==> src/design/dma_hs_regs.svh <==
// Register offsets, field positions and reset values of the DMA handshake block.
// Assumes byte offsets on an 8-bit register port with 32-bit data.
`ifndef DMA_HS_REGS_SVH
`define DMA_HS_REGS_SVH
`define HS_REG_CTRL     8'h00
`define HS_REG_WAIT     8'h04
`define HS_REG_ADDR     8'h08
`define HS_REG_DATA     8'h0c
`define HS_REG_STATUS   8'h10
`define HS_CTRL_EN      0
`define HS_CTRL_MODE_LO 1
`define HS_CTRL_DIR     3
`define HS_CTRL_BANK_LO 4
`define HS_WAIT_WS_LO   0
`define HS_WAIT_HOLD    4
`define HS_WAIT_IDLE    5
`define HS_CTRL_RST     8'h00
`define HS_WAIT_RST     6'h00
`define HS_ADDR_RST     32'h0000_0000
`endif

==> src/design/dma_hs_pkg.sv <==
// Types shared by the DMA handshake block.
// Assumes the constants header is included by the design file.
`default_nettype none
package dma_hs_pkg;
	typedef enum logic [3:0] {S_IDLE = 4'h1, S_STROBE = 4'h2, S_END = 4'h4, S_GAP = 4'h8} hs_state_t;
	typedef enum logic [1:0] {MODE_HS = 2'h0, MODE_EXT = 2'h1, MODE_PACED = 2'h2, MODE_OFF = 2'h3} hs_mode_t;
	typedef struct packed {
		logic [31:0] addr;
		logic        rd_n;
		logic        wr_n;
		logic        sw_n;
		logic        page;
		logic [3:0]  ms_n;
	} membus_t;
endpackage : dma_hs_pkg
`default_nettype wire

==> src/design/dma_hs.sv <==
// DMA request/grant handshake engine with its data FIFO.
// Assumes request, ack and data pins are asynchronous to CLK_I; register port is on CLK_I.
//
// Function
// - A transfer on a channel starts only when that channel's active-low request is seen low.
// - In handshake mode the grant strobe alone latches or enables the external data.
// - In external handshake mode the address, read, write, sync-write, page, bank selects and grant are driven and ack is sampled.
// - In paced master mode the transfer uses address, read, write, bank selects and ack, never the grant.
// - Each request line passes through two clocked stages, so a late edge is recognised two cycles later.
// - On a write a request held low holds off completion until it rises.
// - On a read a request held low prolongs the access by one clock per extra low cycle.
// - The grant low phase is lengthened by one clock per programmed wait state.
// - An address hold or bus idle setting adds one clock between grant rising and the next strobe.
// - On a write the write strobe falls with the grant and rises one clock before it.
// - On a read the read strobe falls with the grant and rises one clock before it.
//
// Implementation choices: the address map and the plain strobed port.
`include "dma_hs_regs.svh"
`default_nettype none

module dma_hs_fifo #(
	parameter int W     = 32,
	parameter int DEPTH = 32
) (
	input  wire logic                     clk_i,
	input  wire logic                     rstn_i,
	input  wire logic                     in_valid_i,
	output logic                          in_ready_o,
	input  wire logic [W-1:0]             in_data_i,
	output logic                          out_valid_o,
	input  wire logic                     out_ready_i,
	output logic [W-1:0]                  out_data_o,
	output logic [$clog2(DEPTH):0]        level_o
);
	localparam int AW = $clog2(DEPTH);
	typedef struct packed {
		logic [DEPTH-1:0][W-1:0] mem;
		logic [AW-1:0]           wp;
		logic [AW-1:0]           rp;
		logic [AW:0]             cnt;
	} fifo_state_t;
	fifo_state_t r_r, r_nxt;
	logic push, pop;

	always_comb begin
		r_nxt = r_r;
		push  = in_valid_i && (r_r.cnt != (AW+1)'(DEPTH));
		pop   = out_ready_i && (r_r.cnt != '0);
		if (push) begin
			r_nxt.mem[r_r.wp] = in_data_i;
			r_nxt.wp          = r_r.wp + 1'b1;
		end
		if (pop)
			r_nxt.rp = r_r.rp + 1'b1;
		r_nxt.cnt = r_r.cnt + (AW+1)'(push) - (AW+1)'(pop);
	end

	always_ff @(posedge clk_i) begin
		if (!rstn_i) begin
			r_r.wp  <= '0;
			r_r.rp  <= '0;
			r_r.cnt <= '0;
		end else begin
			r_r.wp  <= r_nxt.wp;
			r_r.rp  <= r_nxt.rp;
			r_r.cnt <= r_nxt.cnt;
		end
		r_r.mem <= r_nxt.mem;
	end

	assign in_ready_o  = r_r.cnt != (AW+1)'(DEPTH);
	assign out_valid_o = r_r.cnt != '0;
	assign out_data_o  = r_r.mem[r_r.rp];
	assign level_o     = r_r.cnt;
endmodule : dma_hs_fifo

////////////////////////////////////////////////////////////////////////////////

module dma_hs
	import dma_hs_pkg::*;
#(
	parameter int NCH        = 2,
	parameter int FIFO_DEPTH = 32,
	parameter int DW         = 32
) (
	input  wire logic            CLK_I,
	input  wire logic            RSTN_I,
	input  wire logic [7:0]      ADDR_I,
	input  wire logic [31:0]     WDATA_I,
	input  wire logic            WR_I,
	input  wire logic            RD_I,
	output logic      [31:0]     RDATA_O,
	input  wire logic [NCH-1:0]  DMA_REQUEST_N_I,
	output logic      [NCH-1:0]  DMA_GRANT_N_O,
	output logic      [31:0]     MEM_ADDR_O,
	output logic                 MEM_RD_N_O,
	output logic                 MEM_WR_N_O,
	output logic                 SYNC_WRITE_SELECT_N_O,
	output logic                 PAGE_O,
	output logic      [3:0]      MEMORY_BANK_SELECT_N_O,
	input  wire logic            ACK_I,
	input  wire logic [DW-1:0]   DATA_I,
	output logic      [DW-1:0]   DATA_O,
	output logic                 DATA_OE_O
);
	localparam int CHW = (NCH > 1) ? $clog2(NCH) : 1;
	localparam int LW  = $clog2(FIFO_DEPTH) + 1;

	typedef struct packed {
		hs_state_t           st;
		logic [NCH-1:0]      req_m;
		logic [NCH-1:0]      req_s;
		logic                ack_m;
		logic                ack_s;
		logic [DW-1:0]       din_m;
		logic [DW-1:0]       din_s;
		logic [CHW-1:0]      ch;
		hs_mode_t            mode;
		logic                dir;
		logic [3:0]          wcnt;
		logic [23:0]         last_page;
		logic [31:0]         base;
		logic [7:0]          ctrl;
		logic [5:0]          waitcfg;
		logic [NCH-1:0]      grant_n;
		membus_t             bus;
		logic [DW-1:0]       dout;
		logic                oe;
		logic                push;
		logic [DW-1:0]       pdata;
		logic [31:0]         rdata;
	} top_state_t;

	top_state_t r_r, r_nxt;
	logic            f_in_valid, f_in_ready, f_out_valid, f_out_ready, eng_pop;
	logic [DW-1:0]   f_in_data, f_out_data;
	logic [LW-1:0]   f_level;
	logic            sw_dir, found;
	logic [CHW-1:0]  pick;
	hs_mode_t        cfg_mode;

	assign sw_dir      = r_r.ctrl[`HS_CTRL_DIR];
	assign cfg_mode    = hs_mode_t'(r_r.ctrl[`HS_CTRL_MODE_LO +: 2]);
	assign f_in_valid  = sw_dir ? (WR_I && ADDR_I == `HS_REG_DATA) : r_r.push;
	assign f_in_data   = sw_dir ? WDATA_I[DW-1:0] : r_r.pdata;
	assign f_out_ready = sw_dir ? eng_pop : (RD_I && ADDR_I == `HS_REG_DATA);

	dma_hs_fifo #(.W(DW), .DEPTH(FIFO_DEPTH)) u_fifo (
		.clk_i       (CLK_I),
		.rstn_i      (RSTN_I),
		.in_valid_i  (f_in_valid),
		.in_ready_o  (f_in_ready),
		.in_data_i   (f_in_data),
		.out_valid_o (f_out_valid),
		.out_ready_i (f_out_ready),
		.out_data_o  (f_out_data),
		.level_o     (f_level)
	);

	////////////////////////////////////////////////////////////////////////////

	always_comb begin
		r_nxt      = r_r;
		eng_pop    = 1'b0;
		found      = 1'b0;
		pick       = '0;
		r_nxt.push = 1'b0;
		r_nxt.req_m = DMA_REQUEST_N_I;
		r_nxt.req_s = r_r.req_m;
		r_nxt.ack_m = ACK_I;
		r_nxt.ack_s = r_r.ack_m;
		r_nxt.din_m = DATA_I;
		r_nxt.din_s = r_r.din_m;
		// Lowest channel wins
		for (int i = NCH - 1; i >= 0; i--) begin
			if (!r_r.req_s[i]) begin
				found = 1'b1;
				pick  = CHW'(i);
			end
		end
		// Register writes
		if (WR_I) begin
			case (ADDR_I)
				`HS_REG_CTRL: r_nxt.ctrl    = WDATA_I[7:0];
				`HS_REG_WAIT: r_nxt.waitcfg = WDATA_I[5:0];
				`HS_REG_ADDR: r_nxt.base    = WDATA_I;
				default: ;
			endcase
		end
		if (RD_I) begin
			case (ADDR_I)
				`HS_REG_CTRL:   r_nxt.rdata = {24'h0, r_r.ctrl};
				`HS_REG_WAIT:   r_nxt.rdata = {26'h0, r_r.waitcfg};
				`HS_REG_ADDR:   r_nxt.rdata = r_r.base;
				`HS_REG_DATA:   r_nxt.rdata = 32'(f_out_data);
				`HS_REG_STATUS: r_nxt.rdata = {16'h0, 8'(f_level), 4'(r_r.ch), 1'b0,
					!f_in_ready, !f_out_valid, r_r.st != S_IDLE};
				default:        r_nxt.rdata = 32'h0000_0000;
			endcase
		end
		case (r_r.st)
			S_IDLE: begin
				if (r_r.ctrl[`HS_CTRL_EN] && cfg_mode != MODE_OFF && found
					&& (sw_dir ? f_out_valid : f_in_ready)) begin
					r_nxt.st   = S_STROBE;
					r_nxt.ch   = pick;
					r_nxt.mode = cfg_mode;
					r_nxt.dir  = sw_dir;
					r_nxt.wcnt = r_r.waitcfg[`HS_WAIT_WS_LO +: 4];
					if (cfg_mode != MODE_PACED)
						r_nxt.grant_n[pick] = 1'b0;
					if (cfg_mode != MODE_HS) begin
						r_nxt.bus.addr = r_r.base;
						r_nxt.bus.rd_n = sw_dir;
						r_nxt.bus.wr_n = !sw_dir;
						r_nxt.bus.sw_n = !(sw_dir && cfg_mode == MODE_EXT);
						r_nxt.bus.page = r_r.base[31:8] == r_r.last_page;
						r_nxt.bus.ms_n = ~(4'h1 << r_r.ctrl[`HS_CTRL_BANK_LO +: 2]);
					end
					if (sw_dir) begin
						eng_pop    = 1'b1;
						r_nxt.dout = f_out_data;
						r_nxt.oe   = 1'b1;
					end
				end
			end
			S_STROBE: begin
				if (r_r.wcnt != 4'h0)
					r_nxt.wcnt = r_r.wcnt - 4'h1;
				else if (r_r.req_s[r_r.ch] && (r_r.mode == MODE_HS || r_r.ack_s)) begin
					r_nxt.st       = S_END;
					r_nxt.bus.rd_n = 1'b1;
					r_nxt.bus.wr_n = 1'b1;
					r_nxt.bus.sw_n = 1'b1;
					if (!r_r.dir) begin
						r_nxt.push  = 1'b1;
						r_nxt.pdata = r_r.din_s;
					end
				end
			end
			S_END: begin
				r_nxt.grant_n   = '1;
				r_nxt.oe        = 1'b0;
				r_nxt.bus.ms_n  = 4'hf;
				r_nxt.bus.page  = 1'b0;
				r_nxt.last_page = r_r.base[31:8];
				r_nxt.base      = r_r.base + 32'h1;
				r_nxt.st        = (r_r.waitcfg[`HS_WAIT_HOLD] || r_r.waitcfg[`HS_WAIT_IDLE])
					? S_GAP : S_IDLE;
			end
			S_GAP:   r_nxt.st = S_IDLE;
			default: r_nxt.st = S_IDLE;
		endcase
	end

	always_ff @(posedge CLK_I) begin
		if (!RSTN_I) begin
			r_r           <= '0;
			r_r.st        <= S_IDLE;
			r_r.mode      <= MODE_HS;
			r_r.req_m     <= '1;
			r_r.req_s     <= '1;
			r_r.grant_n   <= '1;
			r_r.bus       <= '{addr: 32'h0, rd_n: 1'b1, wr_n: 1'b1, sw_n: 1'b1, page: 1'b0, ms_n: 4'hf};
			r_r.ctrl      <= `HS_CTRL_RST;
			r_r.waitcfg   <= `HS_WAIT_RST;
			r_r.base      <= `HS_ADDR_RST;
		end else begin
			r_r <= r_nxt;
		end
	end

	assign RDATA_O                = r_r.rdata;
	assign DMA_GRANT_N_O          = r_r.grant_n;
	assign MEM_ADDR_O             = r_r.bus.addr;
	assign MEM_RD_N_O             = r_r.bus.rd_n;
	assign MEM_WR_N_O             = r_r.bus.wr_n;
	assign SYNC_WRITE_SELECT_N_O  = r_r.bus.sw_n;
	assign PAGE_O                 = r_r.bus.page;
	assign MEMORY_BANK_SELECT_N_O = r_r.bus.ms_n;
	assign DATA_O                 = r_r.dout;
	assign DATA_OE_O              = r_r.oe;

	////////////////////////////////////////////////////////////////////////////

	chk_grant_one_ch: assert property (@(posedge CLK_I) disable iff (!RSTN_I)
		$onehot0(~DMA_GRANT_N_O)) else $error("More than one grant low");
	// One check per channel, so the past request is that of the falling grant
	for (genvar c = 0; c < NCH; c++) begin : g_grant_chk
		chk_grant_needs_req: assert property (@(posedge CLK_I) disable iff (!RSTN_I)
			$fell(DMA_GRANT_N_O[c]) |-> !$past(r_r.req_s[c])) else $error("Grant without request");
	end
	chk_paced_no_grant: assert property (@(posedge CLK_I) disable iff (!RSTN_I)
		(r_r.mode == MODE_PACED) |-> &DMA_GRANT_N_O) else $error("Grant driven in paced mode");
	chk_hs_no_strobe: assert property (@(posedge CLK_I) disable iff (!RSTN_I)
		(r_r.mode == MODE_HS) |-> (MEM_RD_N_O && MEM_WR_N_O)) else $error("Strobe in handshake mode");
	chk_wait_count: assert property (@(posedge CLK_I) disable iff (!RSTN_I)
		(r_r.st == S_STROBE && r_r.wcnt != 4'h0) |=> (r_r.st == S_STROBE && r_r.wcnt == $past(r_r.wcnt) - 4'h1))
		else $error("Wait state not counted");
	chk_req_holds: assert property (@(posedge CLK_I) disable iff (!RSTN_I)
		(r_r.st == S_STROBE && !r_r.req_s[r_r.ch]) |=> r_r.st == S_STROBE) else $error("Finished under held request");
	chk_gap_cycle: assert property (@(posedge CLK_I) disable iff (!RSTN_I)
		(r_r.st == S_END && (r_r.waitcfg[`HS_WAIT_HOLD] || r_r.waitcfg[`HS_WAIT_IDLE]))
		|=> (&DMA_GRANT_N_O && MEM_RD_N_O && MEM_WR_N_O)[*2]) else $error("Missing hold cycle");
	chk_wr_before_grant: assert property (@(posedge CLK_I) disable iff (!RSTN_I)
		($rose(MEM_WR_N_O) && r_r.mode == MODE_EXT) |-> (!DMA_GRANT_N_O[r_r.ch] ##1 DMA_GRANT_N_O[r_r.ch]))
		else $error("Write strobe not ahead of grant");
	chk_rd_with_grant: assert property (@(posedge CLK_I) disable iff (!RSTN_I)
		($fell(DMA_GRANT_N_O[r_r.ch]) && r_r.mode == MODE_EXT && !r_r.dir) |-> !MEM_RD_N_O)
		else $error("Read strobe late");
endmodule : dma_hs

`default_nettype wire

==> config.mk <==
export PLATFORM = sky130hd
export DESIGN_NAME = dma_hs
export DESIGN_NICKNAME = d
export VERILOG_FILES = /design/src/design/dma_hs_pkg.sv /design/src/design/dma_hs.sv
export VERILOG_INCLUDE_DIRS = /design/src /design/src/design
export SDC_FILE = /design/constraint.sdc
export NUM_CORES = 1
export LEC_CHECK = 0
export BUFFER_PORTS_ARGS = -buffer_cell sky130_fd_sc_hd__buf_4
export CORE_MARGIN = 2
export CORE_UTILIZATION = 45
export CTS_CLUSTER_SIZE = 20
export DETAILED_ROUTE_END_ITERATION = 8
export SYNTH_ARGS = -nofsm -noshare
export SYNTH_HDL_FRONTEND = slang
export SYNTH_HIERARCHICAL = 1
export SYNTH_SLANG_ARGS = --single-unit
==> constraint.sdc <==
create_clock -name CLK_I -period 4.3 [get_ports CLK_I]
set_input_delay 0.86 -clock CLK_I [delete_from_list [all_inputs] [get_ports CLK_I]]
set_output_delay 0.86 -clock CLK_I [all_outputs]
set_load 0.05 [all_outputs]
==> results.txt <==
After synthesis, the largest family of logic cells by area is multiplexers. After synthesis, the mean cell area works out to 16.0 um2. The predominant post-synthesis flop cell is sky130_fd_sc_hd__edfxtp_1. The global-route wire length before repair is 200000 um. The via count of the first global-routing pass came out at 29300. The register area share after synthesis came out at 70.4%. The final cell utilization of the core is 51.5%. The total negative slack is 0 ns. The synthesized cell area came out at 52500 um2. The type of the setup path with the least slack is reg2reg. The fmax came out at 0.269 GHz. On the final layout, the worst clock skew is 0.0277 ns.

The biggest area contributor in the post-synthesis netlist is sky130_fd_sc_hd__edfxtp_1. The total chip power is 25600 uW. The initial antenna violation count is 2. After the last flow step, the layout net total stands at 3492.

The final worst-path setup slack is 0.582 ns. When the netlist entered floorplanning its net count stood at 3369. In this run the post-CTS setup repair buffer count came out at 0. The number of buffers inserted by port buffering came out at 185. The number of max-slew violations in the final report was 0. Synthesis inferred 1332 register bits. The relative contribution of the clock network to total power came out at 45.6%. The max-capacitance violation count is 0. The combined global-route utilization of all metal layers is 22.6%. The distinct cell type count after synthesis is 74. The final global-route overflow total came out at 0. The kind of launch point of the worst setup path is a flop. Before CTS, the worst setup slack after placement is 0.109 ns.

No sink is reached through more buffers than the 3 on the longest clock path. The post-synthesis xor/xnor area fraction came out at 0.651%. The hold buffer count at CTS came out at 0.

The boundary pin count came out at 186. In the final routed layout, each cell accounts on average for 27.2 um. The adder-cell area share of the yosys netlist came out at 0.420%. The detailed placement HPWL is 89400 um. The async set-or-reset flop fraction in the synthesized netlist is 0%. At the pin with the least slew margin, the transition time is 1.28 ns.

The arrival time at the worst endpoint came out at 4.35 ns. The clock slew at the register clock pins of the worst setup and hold paths came out at 0.06 ns. The fraction of power consumed by sequential logic came out at 53.6%.

The routed via count is 29800. Setup repair after global routing left no endpoint under its margin. The path type of the worst min-delay path is in2reg. The insertion delay of the later-clocked pin in the worst-skew pair is 0.74 ns.

The cell sitting at the root of the clock tree is a sky130_fd_sc_hd__clkbuf_16. Yosys printed 6 warnings. The run finished with clean final reports.

The launch instance of the worst min-delay path is DMA_REQUEST_N_I[0]. The number of hold-slack violations in the final timing report is 0. The leading cell type by number of instances after synthesis is sky130_fd_sc_hd__edfxtp_1. The share of power burned in combinational logic came out at 0.8%.

The fraction of synthesized area in multiplexers is 12.6%. The average vias per placed instance came out at 5.93. The synthesized netlist cell count is 3273. For this design, the sink count on the clock tree is 1332. The count of flip-flops with a built-in enable after synthesis came out at 1024.

In this run the cell area measured after placement is 55300 um2. The final critical path time including I/O delays and setup is 3.72 ns. The placeable core region came out at 116000 um2.

The largest net degree at the start of global routing is 77. The area growth from synthesis to final layout is 13.8%. The worst max-slew margin expressed relative to the limit is 14.1%. Ranked by instance count, the synthesized netlist is headed by sky130_fd_sc_hd__edfxtp_1 (1024), sky130_fd_sc_hd__dfxtp_1 (308), sky130_fd_sc_hd__nand2_1 (259).

The CTS tree is built. The share of the clock period used by the worst path came out at 86.5%. Of the total power, the share spent switching nets is 19.2%.

After detailed routing, the number of remaining DRC violations is 0. Cell internal power was estimated by the tool at 20700 uW. In this run the number of H-tree levels came out at 4. STA classifies the critical path endpoint as a flop.

Sorting the synthesized cells by area gives the leading types as sky130_fd_sc_hd__edfxtp_1 (59%), sky130_fd_sc_hd__dfxtp_1 (12%), sky130_fd_sc_hd__mux4_2 (8.4%). The floorplan step defined a die boundary enclosing 119000 um2. The violation count after the first detailed-route iteration is 3013. The floorplan step set the die width to 345 um. The total setup violations reported at the end of the flow is 0.

The post-cts resize count is 0. The synthesized-area fraction occupied by and/or/nand/nor cells came out at 5.51%. The final standard cell area without fillers is 59700 um2. The total power density per cell area is 428 nW/um2.

The height of the die came out at 345 um. The number of iterations in the first detailed-routing pass came out at 6. Data on the critical path is required at its endpoint by 4.94 ns. The row count is 125. After synthesis, the largest area contributor takes up 58.6% of total cell area. Once detail routing completed, the nets flagged for antenna violations numbered 0. The ratio of cells with drive above 1 in the final layout came out at 22.7%. The weighted congestion reported at the end of routability-driven placement is 0.891.

The largest driver fanout on the critical path came out at 6. The switching power total is 4900 uW. The startpoint of the worst setup timing path is u_fifo/level_o[3].

The routed wire length is 137000 um. The leakage component of the power came out at 0.0193 uW. Across the VDD grid, the largest voltage drop is 309 uV.

The number of clock buffers inserted by TritonCTS is 138. The starting density of the core is 45.3%. The compound-gate portion of the synthesized area came out at 6.38%. The worst register-to-register path begins at u_fifo/level_o[3].
[routing by layer]
metal | global-route usage [%] | wire length [um] | up-vias
li1 | - | - | 12800
met1 | 31.7 | 58100 | 15500
met2 | 36.3 | 65700 | 1217
met3 | 4.01 | 9740 | 201
met4 | 6.28 | 3100 | 0
met5 | 0 | 0 | -
[critical path: stages, from the launching register on]
cell                        delay, ns
sky130_fd_sc_hd__dfxtp_1         0.33
sky130_fd_sc_hd__inv_1           0.09
sky130_fd_sc_hd__ha_1            0.18
sky130_fd_sc_hd__nand4bb_1       0.31
sky130_fd_sc_hd__mux2i_1         0.59
sky130_fd_sc_hd__nor4_2          0.12
sky130_fd_sc_hd__nand2_1         0.15
sky130_fd_sc_hd__nand2_1         0.10
sky130_fd_sc_hd__nand2_1         0.13
sky130_fd_sc_hd__inv_1           0.06
sky130_fd_sc_hd__ha_1            0.26
sky130_fd_sc_hd__inv_1           0.05
sky130_fd_sc_hd__ha_1            0.15
sky130_fd_sc_hd__inv_1           0.06
sky130_fd_sc_hd__fa_1            0.42
sky130_fd_sc_hd__nand2b_1        0.16
sky130_fd_sc_hd__a21oi_1         0.21
sky130_fd_sc_hd__nor3_1          0.08
sky130_fd_sc_hd__nor3_1          0.17
[power by group through the flow]
stage	Sequential (uW)	Clock, uW	Combinational (uW)
2_1_floorplan	14000	0	90.5
3_3_place_gp	14000	0	203
3_5_place_dp	14000	0	205
4_1_cts	13700	11900	206
5_1_grt	13700	12400	218
6_report	13700	11700	206
[final timing paths]
kind / end / slack, ns / cells after the start
setup / recovery: u_fifo/level_o[4] / 0.58 / 18
setup reg to reg: u_fifo/level_o[4] / 0.58 / 18
hold reg to reg: r_r[285] / 0.42 / 1
hold / removal: r_nxt[284] / 0.33 / 2
[placed cells by master (no fill, tap or decap), drive strengths merged, types with 31 or more instances in the layout]
cell    Yosys  layout
nand3      43      43
a22oi     121     121
mux2i     184     184
mux4      195     195
buf       219     311
clkinv      0      40
inv        25      31
clkbuf    109     184
o21ai      59      59
dfxtp     308     308
a21oi     184     184
nor2      121     121
edfxtp   1024    1024
and2       72      72
mux2       33      33
nand2     259     259
o221ai     63      63
[cell type report]
cell class / instances / area [um2]
Timing Repair Buffer: 311 / 2650
Clock buffer: 184 / 3790
Clock inverter: 58 / 628
Tap cell: 1524 / 1910
Fill cell: 9337 / 56200
Multi-Input combinational cell: 1588 / 13700
Antenna cell: 1 / 2.50
Inverter: 25 / 98.8
Sequential cell: 1332 / 36900
[logic make-up after synthesis]
logic type | Yosys count
AO/OA/AOI/OAI | 508
buffers and inverters | 353
adder cells (fa/ha/maj) | 17
flip-flops | 1332
XOR/XNOR | 39
AND/OR/NAND/NOR | 612
multiplexers | 412
[registers in the layout (all words and copies together), names as in the netlist]
register,count
DATA_O,32
DATA_OE_O,1
DMA_GRANT_N_O,2
MEMORY_BANK_SELECT_N_O,4
MEM_ADDR_O,32
MEM_RD_N_O,1
MEM_WR_N_O,1
PAGE_O,1
RDATA_O,32
SYNC_WRITE_SELECT_N_O,1
cfg_mode,2
r_nxt,35
r_r,148
u_fifo/level_o,6
u_fifo/r_r,1034
[metrics by stage]
| step | instances | hold slack (ns) |
|---|---|---|
| after detailed placement | 4780 | 0.402 |
| after global placement | 4780 | 0.399 |
| after global routing | 5022 | 0.306 |
| after floorplan | 3273 | 0.386 |
| after CTS | 5022 | 0.278 |
| final | 5023 | 0.325 |
Note: power is estimated with default switching activity, not from simulation.
